--- src/timer_ctrl_regs.svh ---
// register map, field positions and reset values of the dual timer mode control
// Contract
// - timer 1 mode field 00 selects a 13-bit, 01 a 16-bit and 10 an 8-bit auto-reload count.
// - timer 1 mode field 11 holds timer 1 inactive so that it never counts.
// - with gate control clear, timer 0 is enabled whenever its run bit is 1.
// - with gate control set, timer 0 runs only while run is 1 and the ext_interrupt0_input input is active.
// - with counter select clear, timer 0 counts the clock picked by its clock select bit.
// - with counter select set, timer 0 counts each falling edge on its count pin.
// - timer 0 mode is the two-bit field in bits 1 to 0 of the timer mode register.
// - timer 1 mode is the two-bit field in bits 5 to 4 of the same register.
`ifndef TIMER_CTRL_REGS_SVH
`define TIMER_CTRL_REGS_SVH

`define ADDR_W 8
`define OFS_TIMER_MODE 8'h00
`define OFS_RUN_CTRL 8'h04
`define OFS_CLOCK_CTRL 8'h08
`define OFS_EXT_INT_CFG 8'h0c
`define OFS_STATUS 8'h10

`define TMOD_T0_MODE_LSB 0
`define TMOD_T0_MODE_MSB 1
`define TMOD_T0_COUNTER_SEL 2
`define TMOD_T0_GATE 3
`define TMOD_T1_MODE_LSB 4
`define TMOD_T1_MODE_MSB 5
`define TMOD_WIDTH 6

`define RUN_T0_BIT 0
`define RUN_T1_BIT 1
`define CLK_T0_SEL_BIT 2
`define INT_T0_POL_BIT 0

`define STAT_T0_EN_BIT 0
`define STAT_T1_EN_BIT 1
`define STAT_T0_MODE_LSB 2
`define STAT_T1_MODE_LSB 4
`define STAT_EXT_INTERRUPT0_INPUT_ACT_BIT 6
`define STAT_PIN_BIT 7

`define RST_TIMER_MODE 6'h00
`define RST_RUN 2'h0
`define RST_BIT 1'b0
`define RST_PIN_PREV 1'b1
`define RST_WORD 32'h0000_0000
`define HRESP_OKAY 1'b0
`define HTRANS_NONSEQ_BIT 1

`endif

--- src/timer_ctrl_pkg.sv ---
// types shared by the dual timer mode control modules
package timer_ctrl_pkg;

   typedef enum logic [1:0] {
      mode_13bit,
      mode_16bit,
      mode_8bit_reload,
      mode_inactive
   } count_mode_t;

   typedef struct packed {
      logic [5:0] timer_mode;
      logic [1:0] run;
      logic timer0_clock_select;
      logic ext_ext_interrupt0_input_polarity;
      logic wr_pending;
      logic [7:0] wr_addr;
      logic [31:0] hrdata;
      logic hreadyout;
      logic hresp;
      logic timer0_enable;
      logic timer1_enable;
      logic timer0_increment;
      count_mode_t timer0_mode;
      count_mode_t timer1_mode;
   } ctrl_state_t;

   typedef struct packed {
      logic pin_prev;
      logic fall;
   } edge_state_t;

endpackage : timer_ctrl_pkg

--- src/mode_field_decode.sv ---
// two-bit timer mode field decoder
`timescale 1ns/1ps
module mode_field_decode #(
   parameter bit HOLD_ON_MODE3 = 1'b1
) (
   // field
   input wire logic [1:0] mode_field,
   // decoded
   output timer_ctrl_pkg::count_mode_t mode,
   output logic counts
);
   import timer_ctrl_pkg::*;

   always_comb begin
      unique case (mode_field)
         2'h0: mode = mode_13bit;
         2'h1: mode = mode_16bit;
         2'h2: mode = mode_8bit_reload;
         2'h3: mode = mode_inactive;
      endcase
      // mode 3 stops timer 1 only; timer 0 keeps counting there
      counts = !(HOLD_ON_MODE3 && (mode_field == 2'h3));
   end
endmodule : mode_field_decode

--- src/fall_edge_detect.sv ---
// falling-edge detector for the timer 0 count pin
`timescale 1ns/1ps
`include "timer_ctrl_regs.svh"
module fall_edge_detect (
   // clock and reset
   input wire logic hclk,
   input wire logic hresetn,
   // pin
   input wire logic pin,
   // one-cycle pulse on each high-to-low step
   output logic fall
);
   import timer_ctrl_pkg::*;

   edge_state_t s;
   edge_state_t next_s;

   always_comb begin
      next_s = s;
      next_s.pin_prev = pin;
      next_s.fall = s.pin_prev && !pin;
   end

   // prev resets to the pin's idle high level; a pin held low through reset
   // shows one false fall, so the pin must idle high while reset is low
   always_ff @(posedge hclk or negedge hresetn) begin
      if (!hresetn) begin
         s <= '{pin_prev: `RST_PIN_PREV, fall: `RST_BIT};
      end else begin
         s <= next_s;
      end
   end

   assign fall = s.fall;
endmodule : fall_edge_detect

--- src/timer_mode_ctrl.sv ---
// ahb-lite register slave and mode/gate control for two counter/timers
`timescale 1ns/1ps
`include "timer_ctrl_regs.svh"
module timer_mode_ctrl (
   // clock and reset
   input wire logic hclk,
   input wire logic hresetn,
   // ahb-lite slave
   input wire logic hsel,
   input wire logic [31:0] haddr,
   input wire logic [1:0] htrans,
   input wire logic hwrite,
   input wire logic [2:0] hsize,
   input wire logic [31:0] hwdata,
   input wire logic hready,
   output logic [31:0] hrdata,
   output logic hreadyout,
   output logic hresp,
   // timer pins and clock sources
   input wire logic ext_interrupt0_input,
   input wire logic timer0_count_pin,
   input wire logic prescaled_tick,
   // to the counting datapaths
   output logic timer0_enable,
   output logic timer0_increment,
   output timer_ctrl_pkg::count_mode_t timer0_mode,
   output logic timer1_enable,
   output timer_ctrl_pkg::count_mode_t timer1_mode
);
   import timer_ctrl_pkg::*;

   localparam bit [1:0] HOLD_ON_MODE3 = 2'b10;

   ctrl_state_t s;
   ctrl_state_t next_s;

   logic count_fall;
   logic [1:0] mode_field [2];
   count_mode_t dec_mode [2];
   logic dec_counts [2];
   logic ext_interrupt0_input_active;
   logic timer0_gate_ok;
   logic timer0_tick;
   logic addr_phase;
   logic [31:0] rd_word;

   fall_edge_detect u_fall (
      .hclk(hclk),
      .hresetn(hresetn),
      .pin(timer0_count_pin),
      .fall(count_fall)
   );

   // decode from the value being written so modes follow a write at once
   assign mode_field[0] = next_s.timer_mode[`TMOD_T0_MODE_MSB:`TMOD_T0_MODE_LSB];
   assign mode_field[1] = next_s.timer_mode[`TMOD_T1_MODE_MSB:`TMOD_T1_MODE_LSB];

   genvar gi;
   generate
      for (gi = 0; gi < 2; gi++) begin : g_dec
         mode_field_decode #(
            .HOLD_ON_MODE3(HOLD_ON_MODE3[gi])
         ) u_dec (
            .mode_field(mode_field[gi]),
            .mode(dec_mode[gi]),
            .counts(dec_counts[gi])
         );
      end
   endgenerate

   always_comb begin
      next_s = s;
      addr_phase = hsel && hready && htrans[`HTRANS_NONSEQ_BIT];

      // data phase of a write: store into the addressed register
      next_s.wr_pending = addr_phase && hwrite;
      if (addr_phase) begin
         next_s.wr_addr = haddr[`ADDR_W-1:0];
      end
      if (s.wr_pending) begin
         unique case (s.wr_addr)
            `OFS_TIMER_MODE: begin
               next_s.timer_mode = hwdata[`TMOD_WIDTH-1:0];
            end
            `OFS_RUN_CTRL: begin
               next_s.run[0] = hwdata[`RUN_T0_BIT];
               next_s.run[1] = hwdata[`RUN_T1_BIT];
            end
            `OFS_CLOCK_CTRL: begin
               next_s.timer0_clock_select = hwdata[`CLK_T0_SEL_BIT];
            end
            `OFS_EXT_INT_CFG: begin
               next_s.ext_ext_interrupt0_input_polarity = hwdata[`INT_T0_POL_BIT];
            end
            default: begin
            end
         endcase
      end

      // polarity 1 means active high, 0 active low
      ext_interrupt0_input_active = next_s.ext_ext_interrupt0_input_polarity ? ext_interrupt0_input : !ext_interrupt0_input;
      // gate clear ignores ext_interrupt0_input; gate set needs it active
      timer0_gate_ok = !next_s.timer_mode[`TMOD_T0_GATE] || ext_interrupt0_input_active;
      next_s.timer0_enable = next_s.run[0] && timer0_gate_ok && dec_counts[0];
      next_s.timer1_enable = next_s.run[1] && dec_counts[1];
      next_s.timer0_mode = dec_mode[0];
      next_s.timer1_mode = dec_mode[1];

      // clock select 1 counts every system clock, 0 the prescaled tick
      if (next_s.timer_mode[`TMOD_T0_COUNTER_SEL]) begin
         timer0_tick = count_fall;
      end else begin
         timer0_tick = next_s.timer0_clock_select ? 1'b1 : prescaled_tick;
      end
      next_s.timer0_increment = next_s.timer0_enable && timer0_tick;

      // control register read data reflects a write completing in the same cycle; status enables and modes read the registered outputs
      rd_word = `RST_WORD;
      unique case (haddr[`ADDR_W-1:0])
         `OFS_TIMER_MODE: begin
            rd_word[`TMOD_WIDTH-1:0] = next_s.timer_mode;
         end
         `OFS_RUN_CTRL: begin
            rd_word[`RUN_T0_BIT] = next_s.run[0];
            rd_word[`RUN_T1_BIT] = next_s.run[1];
         end
         `OFS_CLOCK_CTRL: begin
            rd_word[`CLK_T0_SEL_BIT] = next_s.timer0_clock_select;
         end
         `OFS_EXT_INT_CFG: begin
            rd_word[`INT_T0_POL_BIT] = next_s.ext_ext_interrupt0_input_polarity;
         end
         `OFS_STATUS: begin
            rd_word[`STAT_T0_EN_BIT] = s.timer0_enable;
            rd_word[`STAT_T1_EN_BIT] = s.timer1_enable;
            rd_word[`STAT_T0_MODE_LSB +: 2] = s.timer0_mode;
            rd_word[`STAT_T1_MODE_LSB +: 2] = s.timer1_mode;
            rd_word[`STAT_EXT_INTERRUPT0_INPUT_ACT_BIT] = ext_interrupt0_input_active;
            rd_word[`STAT_PIN_BIT] = timer0_count_pin;
         end
         default: begin
         end
      endcase
      if (addr_phase && !hwrite) begin
         next_s.hrdata = rd_word;
      end
      // zero-wait slave, always OKAY
      next_s.hreadyout = 1'b1;
      next_s.hresp = `HRESP_OKAY;
   end

   always_ff @(posedge hclk or negedge hresetn) begin
      if (!hresetn) begin
         s <= '{timer_mode: `RST_TIMER_MODE, run: `RST_RUN,
                timer0_clock_select: `RST_BIT, ext_ext_interrupt0_input_polarity: `RST_BIT,
                wr_pending: 1'b0, wr_addr: '0, hrdata: `RST_WORD,
                hreadyout: 1'b1, hresp: `HRESP_OKAY,
                timer0_enable: 1'b0, timer1_enable: 1'b0, timer0_increment: 1'b0,
                timer0_mode: mode_13bit, timer1_mode: mode_13bit};
      end else begin
         s <= next_s;
      end
   end

   assign hrdata = s.hrdata;
   assign hreadyout = s.hreadyout;
   assign hresp = s.hresp;
   assign timer0_enable = s.timer0_enable;
   assign timer0_increment = s.timer0_increment;
   assign timer0_mode = s.timer0_mode;
   assign timer1_enable = s.timer1_enable;
   assign timer1_mode = s.timer1_mode;
endmodule : timer_mode_ctrl

--- config.mk ---
export PLATFORM = sky130hd
export DESIGN_NAME = timer_mode_ctrl
export DESIGN_NICKNAME = d
export VERILOG_FILES = /design/src/timer_ctrl_pkg.sv /design/src/mode_field_decode.sv /design/src/fall_edge_detect.sv /design/src/timer_mode_ctrl.sv
export VERILOG_INCLUDE_DIRS = /design/src
export SDC_FILE = /design/constraint.sdc
export NUM_CORES = 1
export LEC_CHECK = 0
export BUFFER_PORTS_ARGS = -buffer_cell sky130_fd_sc_hd__buf_4
export CORE_MARGIN = 5
export CORE_UTILIZATION = 30
export DETAILED_ROUTE_END_ITERATION = 8
export HOLD_SLACK_MARGIN = 0.05
export PLACE_DENSITY = 0.72
export SYNTH_ARGS = -nofsm -noshare
export SYNTH_HDL_FRONTEND = slang
export SYNTH_SLANG_ARGS = --single-unit
--- constraint.sdc ---
create_clock -name hclk -period 5.1 [get_ports hclk]
set_input_delay 0.765 -clock hclk [delete_from_list [all_inputs] [get_ports hclk]]
set_output_delay 0.765 -clock hclk [all_outputs]
set_load 0.005 [all_outputs]
==> run_results.csv, run 1 <==
group,metric,value,unit
clock_network,clk_pin_slew,0.07,ns
clock_network,post_cts_buffers,0,
floorplan,chipWidth,87.7,microns
routing,first_iter_violations,48,
setup_path,cp.arrival,2.70,ns
final_layout,drive_gt1_share,33.9,%
synth,synth_edf_count,0,
setup_path,crit_required,5.27,ns
setup_path,rr_startpoint,"s[46]$_DFFE_PN0P_",
setup_path,worst-r2r-setup-slack,2.57,ns
setup_path,worstSetupPathType,"flip-flop to flip-flop",
placement,dpl_worst_slack,2.57,ns
global_routing,grtUsageTotal,10.0,%
final_layout,final_cell_mix,"buf_4 (37), dfrtp_1 (33), conb_1 (26)",
synth,ys_types,43,
setup_path,worst_path_most_repeated_cell,"mux2_2",
synth,yosys-top-cells-area,"dfrtp_1 (46%), buf_4 (16%), mux2_2 (9.3%), mux2i_1 (4.4%), nand2_1 (1.7%)",
sta,rsz0062_at_grt,"no",
sta,skew,0.00691,ns
setup_path,cp_num_buf_inv,0,
power_and_ir_drop,leakagePower,1.02,nW
setup_path,cp-start-kind,"flip-flop",
routing,dr.pass1.iters,4,
sta,worst_slew_pin_slew,0.514,ns
floorplan,die_area,7680,sq um
sta,slew_headroom,65.2,%
floorplan,rows,28,
final_layout,final_util,35.0,%
sta,finalHoldViolations,0,
synth,syn_area,1810,sq um
sta,setup_tns,0,ns
floorplan,die_h,87.7,microns
setup_path,crit_path_end_kind,"flip-flop",
global_routing,first_global_vias,1210,
synth,synth_seq_cells,34,
sta,fin_crit,2.53,ns
routing,drc_errors,0,
clock_network,clkSinkCount,34,
placement,gp_congestion,0.754,
sta,setup_viol,0,
synth,synth.top_cell.area_share,45.6,%
synth,synth_top_area_cell,"dfrtp_1",
synth,syn_inst,165,
power_and_ir_drop,peakVddDrop,0.105,mV
setup_path,critPathMaxStageDelay,0.52,ns
placement,hpwl,2.87,mm
floorplan,start_util,30.7,%
clock_network,cts_buffers,5,
global_routing,antenna_found_initial,0,
floorplan,core,5890,sq um
run_status,status,"complete, no violations",
routing,finalWirelength,3.65,mm
final_layout,n_antenna_cell,0,
worst_hold_path,min_path_type,"primary input to async pin",
global_routing,grt_pass1_wl,5.83,mm
synth,ys_warn_count,0,
final_layout,final_common_cell,"buf_4",
synth,async_reset_ff_share,100,%
setup_path,r2r-end,"hrdata[1]$_DFFE_PN0P_",
sta,report.final.slew_viol_count,0,
final_layout,area_delta_synth_final,13.9,%
clock_network,tritoncts,"built",
power_and_ir_drop,p_per_area,285,nW/um^2
routing,antenna_left,0,
clock_network,clock_path_buffers,2,
synth,ys_seq_area_share,47.1,%
final_layout,nets,268,
global_routing,grt-ovfl-total,0,
sta,finalCritPeriodShare,49.7,%
placement,placed_area,1970,sq um
routing,via_per_inst,4.30,
synth,synth.avg_cell_area,11.0,sq um
setup_path,critPathSlowestCell,"and3_1",
floorplan,io_pins,118,
setup_path,reg2regPathDepth,5,
clock_network,insertion_delay,0.28,ns
placement,port_buffers,37,
routing,vias,1149,
synth,synth_flop_cell,"dfrtp_1",
routing,routedWlPerCell,13.7,microns
setup_path,cp_top_family,"simple AND/OR/NAND/NOR gates",
setup_path,worstPathMaxFanout,8,
setup_path,crit_chain,"nor4b_1 > and3_1 > mux2_2 > mux2_2 > a221o_1",
clock_network,postCtsHoldBufs,0,
clock_network,htreeDepth,2,
clock_network,ctsResizeCount,0,
sta,fin_ws,2.57,ns
job,drv_cap,0,
sta,fmax,395,MHz
global_routing,grt_max_degree,35,
clock_network,cts_root_buf,"clkbuf_8",
final_layout,stdcell_area,2060,sq um
==> how the worst max path moves through the flow <==
stage	startpoint	endpoint	depth (start not counted)
after floorplan	haddr[1]	hrdata[0]$_DFFE_PN0P_	5
after CTS	s[46]$_DFFE_PN0P_	hrdata[1]$_DFFE_PN0P_	5
after global routing	s[46]$_DFFE_PN0P_	hrdata[1]$_DFFE_PN0P_	5
after detailed placement	haddr[1]	hrdata[0]$_DFFE_PN0P_	6
after global placement	haddr[1]	hrdata[1]$_DFFE_PN0P_	6
final	s[46]$_DFFE_PN0P_	hrdata[1]$_DFFE_PN0P_	5
==> per-layer routing <==
metal	GRT usage (%)	wire, microns	vias up
met5	0	0	-
met4	4.60	89	0
met3	3.95	239	8
met2	16.0	1790	39
met1	11.9	1530	542
li1	-	-	560
==> synth_stat cells, drive strengths merged (2+ instances only) <==
library cell and instances:
nand2b 2, o31ai 3, conb 2, nor3 3, nor4 2, mux2 15
or4 2, nor2b 2, clkbuf 3, a21oi 3, or3 2, nand2 8
o21ai 3, dfrtp 33, nand3b 2, nand3 4, buf 39, inv 6
nor2 4, mux2i 8
==> through the flow <==
stage	hold slack, ns	cells	total power, W
floorplan	0.444	189	0.000371
global route	0.442	267	0.000621
global placement	0.461	259	0.000389
finish	0.411	267	0.000587
CTS	0.422	267	0.000595
detailed placement	0.465	259	0.000393
==> logic make-up (layout without fill, tap and decap cells) <==
kind of cell | Yosys count | after routing | share of synthesized area [%]
compound gates | 17 | 17 | 7.12
simple gates | 39 | 39 | 13.0
other cells | 2 | 26 | 0.415
flops | 34 | 34 | 47.1
buf+inv | 49 | 52 | 18.1
xor+xnor | 1 | 1 | 0.484
mux | 23 | 23 | 13.8
==> flip-flops by register name, indices dropped and copies added, names as in the netlist <==
| name | flops |
|---|---|
| s | 18 |
| hrdata | 8 |
| timer0_mode | 2 |
| timer0_enable | 1 |
| timer0_increment | 1 |
| timer1_enable | 1 |
| timer1_mode | 1 |
| u_fall.fall | 1 |
| u_fall.s | 1 |
==> power by group <==
group	switching (W)	leakage (nW)	internal, W	total [W]
sequential	0.0000151	0.447	0.000293	0.000309
combinational	0.0000371	0.523	0.0000406	0.0000777
clock	0.0000923	0.0482	0.000109	0.000201
total	0.000144	1.02	0.000443	0.000587
==> area by class of cell <==
cell class                 instances  area, sq um
sequential                        34          852
multi-input combinational        106          719
tap                               75         93.8
inverter                           7         26.3
clock inverter                     1         5.00
clock buffer                       7         86.3
timing repair buffer              37          278
fill                             601         3820
Note: power is estimated with default switching activity, not from simulation.
==> run 2: changes to the inputs <==
==> constraint.sdc (replaced) <==
create_clock -name hclk -period 2.5 [get_ports hclk]
set_input_delay 0.375 -clock hclk [delete_from_list [all_inputs] [get_ports hclk]]
set_output_delay 0.375 -clock hclk [all_outputs]
set_load 0.005 [all_outputs]
==> run 2 against run 1 <==
Die area unchanged. Total power up 100%. Utilization up 0.55 points. Sequential power up 100%. Design area up 1.6%. Sequential cell count unchanged. Wire length down 0.79%. Global-route usage down 0.088 points. Critical path depth unchanged. Via count up 1.2%. First-iteration DRC count up 50%.
==> run_results.csv, run 2 (same netlist as run 1, synthesis figures left out) <==
group,metric,value,unit
sta,fin_crit,2.29,ns
clock_network,tritoncts,"built",
setup_path,worstSetupEndpoint,"hrdata[1]$_DFFE_PN0P_",
sta,setup_tns,0,ns
final_layout,nFillCells,603,
placement,placed_area,1990,sq um
global_routing,grt_pass1_wl,5.72,mm
final_layout,nets,272,
sta,skew,0.00263,ns
routing,via_per_inst,4.29,
routing,first_iter_violations,72,
global_routing,grt-ovfl-total,0,
placement,dp.cells,262,
sta,report.final.slew_viol_count,0,
final_layout,stdcell_area,2090,sq um
power_and_ir_drop,p_per_area,573,nW/um^2
global_routing,grtUsageTotal,9.96,%
routing,routedWlPerCell,13.4,microns
setup_path,reg2regPathDepth,5,
final_layout,final_common_cell,"buf_4",
setup_path,crit_path_start,"s[46]$_DFFE_PN0P_",
power_and_ir_drop,swShare,24.5,%
sta,finalCritPeriodShare,91.6,%
setup_path,cp.arrival,2.46,ns
setup_path,worstSetupPathType,"flip-flop to flip-flop",
clock_network,post_cts_buffers,0,
setup_path,cp-start-kind,"flip-flop",
placement,port_buffers,37,
clock_network,insertion_delay,0.28,ns
setup_path,worstPathMaxFanout,4,
global_routing,first_global_vias,1160,
clock_network,clkSinkCount,34,
setup_path,crit_required,2.67,ns
final_layout,top_register,"s",
routing,drc_errors,0,
clock_network,cts_buffers,5,
final_layout,final_cell_mix,"buf_4 (40), dfrtp_1 (33), conb_1 (26)",
power_and_ir_drop,power,0.00120,W
final_layout,area_delta_synth_final,15.7,%
floorplan,rows,28,
floorplan,die_area,7680,sq um
floorplan,chipWidth,87.7,microns
clock_network,htreeDepth,2,
power_and_ir_drop,peakVddDrop,0.194,mV
final_layout,n_antenna_cell,0,
routing,vias,1163,
sta,fmax,437,MHz
power_and_ir_drop,p_switching,0.000294,W
routing,dr.pass1.iters,4,
routing,finalWirelength,3.62,mm
setup_path,r2r-end,"hrdata[1]$_DFFE_PN0P_",
clock_network,ctsResizeCount,0,
power_and_ir_drop,leakagePower,1.04,nW
placement,gp_congestion,0.759,
final_layout,fin_cells,271,
sta,rsz0062_at_grt,"no",
clock_network,clock_path_buffers,2,
worst_hold_path,min_path_type,"primary input to flip-flop",
sta,finalHoldViolations,0,
setup_path,worst-r2r-setup-slack,0.21,ns
clock_network,clk_pin_slew,0.07,ns
global_routing,grt_max_degree,35,
final_layout,multi_input_area,719,sq um
sta,setup_viol,0,
job,drv_cap,0,
setup_path,rr_startpoint,"s[46]$_DFFE_PN0P_",
final_layout,drive_gt1_share,34.7,%
global_routing,antenna_found_initial,0,
final_layout,largest_reg_flops,18,
floorplan,core,5890,sq um
routing,antenna_left,0,
sta,worst_hold_slack,0.215,ns
floorplan,start_util,30.7,%
placement,hpwl,2.85,mm
run_status,status,"complete, no violations",
final_layout,seqCellArea,852,sq um
power_and_ir_drop,p_clk_share,34.2,%
power_and_ir_drop,combPwrFrac,13.4,%
worst_hold_path,holdPathStages,1,
floorplan,die_h,87.7,microns
clock_network,cts_root_buf,"clkbuf_8",
power_and_ir_drop,internal-power,0.000906,W
power_and_ir_drop,seqPwrFrac,52.4,%
floorplan,io_pins,118,
setup_path,crit_path_end_kind,"flip-flop",
run 2: cell types whose count changed in the layout (fill, tap and decap cells not counted):
cell | previous run | this run
buf_4 | 37 | 40
dlygate4sd3_1 | 0 | 1
run 2: power by group through the flow:
| stage | registers (W) | logic [W] | clock network (W) |
|---|---|---|---|
| floorplan | 0.000630 | 0.000127 | 0 |
| global placement | 0.000636 | 0.000158 | 0 |
| detailed placement | 0.000640 | 0.000162 | 0 |
| CTS | 0.000629 | 0.000164 | 0.000422 |
| global route | 0.000635 | 0.000182 | 0.000453 |
| finish | 0.000628 | 0.000161 | 0.000411 |
run 2: stage by stage:
step,setup slack (ns),util [%]
final,0.209,35.6
after global routing,0.0608,35.6
after CTS,0.205,35.6
after detailed placement,0.229,33.8
after global placement,0.245,33.8
after floorplan,0.366,-
run 2: area by class of cell:
type,instances,share of cell area [%]
sequential,34,40.7
multi-input combinational,106,34.4
timing repair buffer,41,14.8
tap,75,4.48
clock buffer,7,4.12
inverter,7,1.26
clock inverter,1,0.239
run 2: worst max-delay path, cell delays in order (launching register included):
cell	delay (ns)
dfrtp_1	0.39
nor4b_1	0.44
and3_1	0.38
mux2_2	0.38
mux2_2	0.27
a221o_1	0.32
run 2: worst min path at each step:
stage | from | endpoint | slack, ns
floorplan | hresetn | hrdata[0]$_DFFE_PN0P_ | 0.08
global placement | hresetn | timer1_mode[1]$_DFF_PN0_ | 0.34
detailed placement | hresetn | timer1_mode[1]$_DFF_PN0_ | 0.35
CTS | timer0_count_pin | u_fall.s[1]$_DFF_PN1_ | 0.21
global route | timer0_count_pin | u_fall.s[1]$_DFF_PN1_ | 0.20
finish | timer0_count_pin | u_fall.s[1]$_DFF_PN1_ | 0.21
run 2: routing by layer:
| metal | global-route usage (%) | wire (microns) | share of wire (%) | up-vias |
|---|---|---|---|---|
| met4 | 4.18 | 55 | 1.5 | 0 |
| li1 | - | - | - | 568 |
| met3 | 3.57 | 250 | 6.9 | 6 |
| met1 | 11.9 | 1500 | 41 | 553 |
| met5 | 0 | 0 | 0 | - |
| met2 | 16.2 | 1820 | 50 | 36 |
run 2: what timing repair did:
action	4_1_cts	5_1_grt
endpoints found under the hold margin	33	0
setup endpoints to repair	0	0
hold buffers	1	0
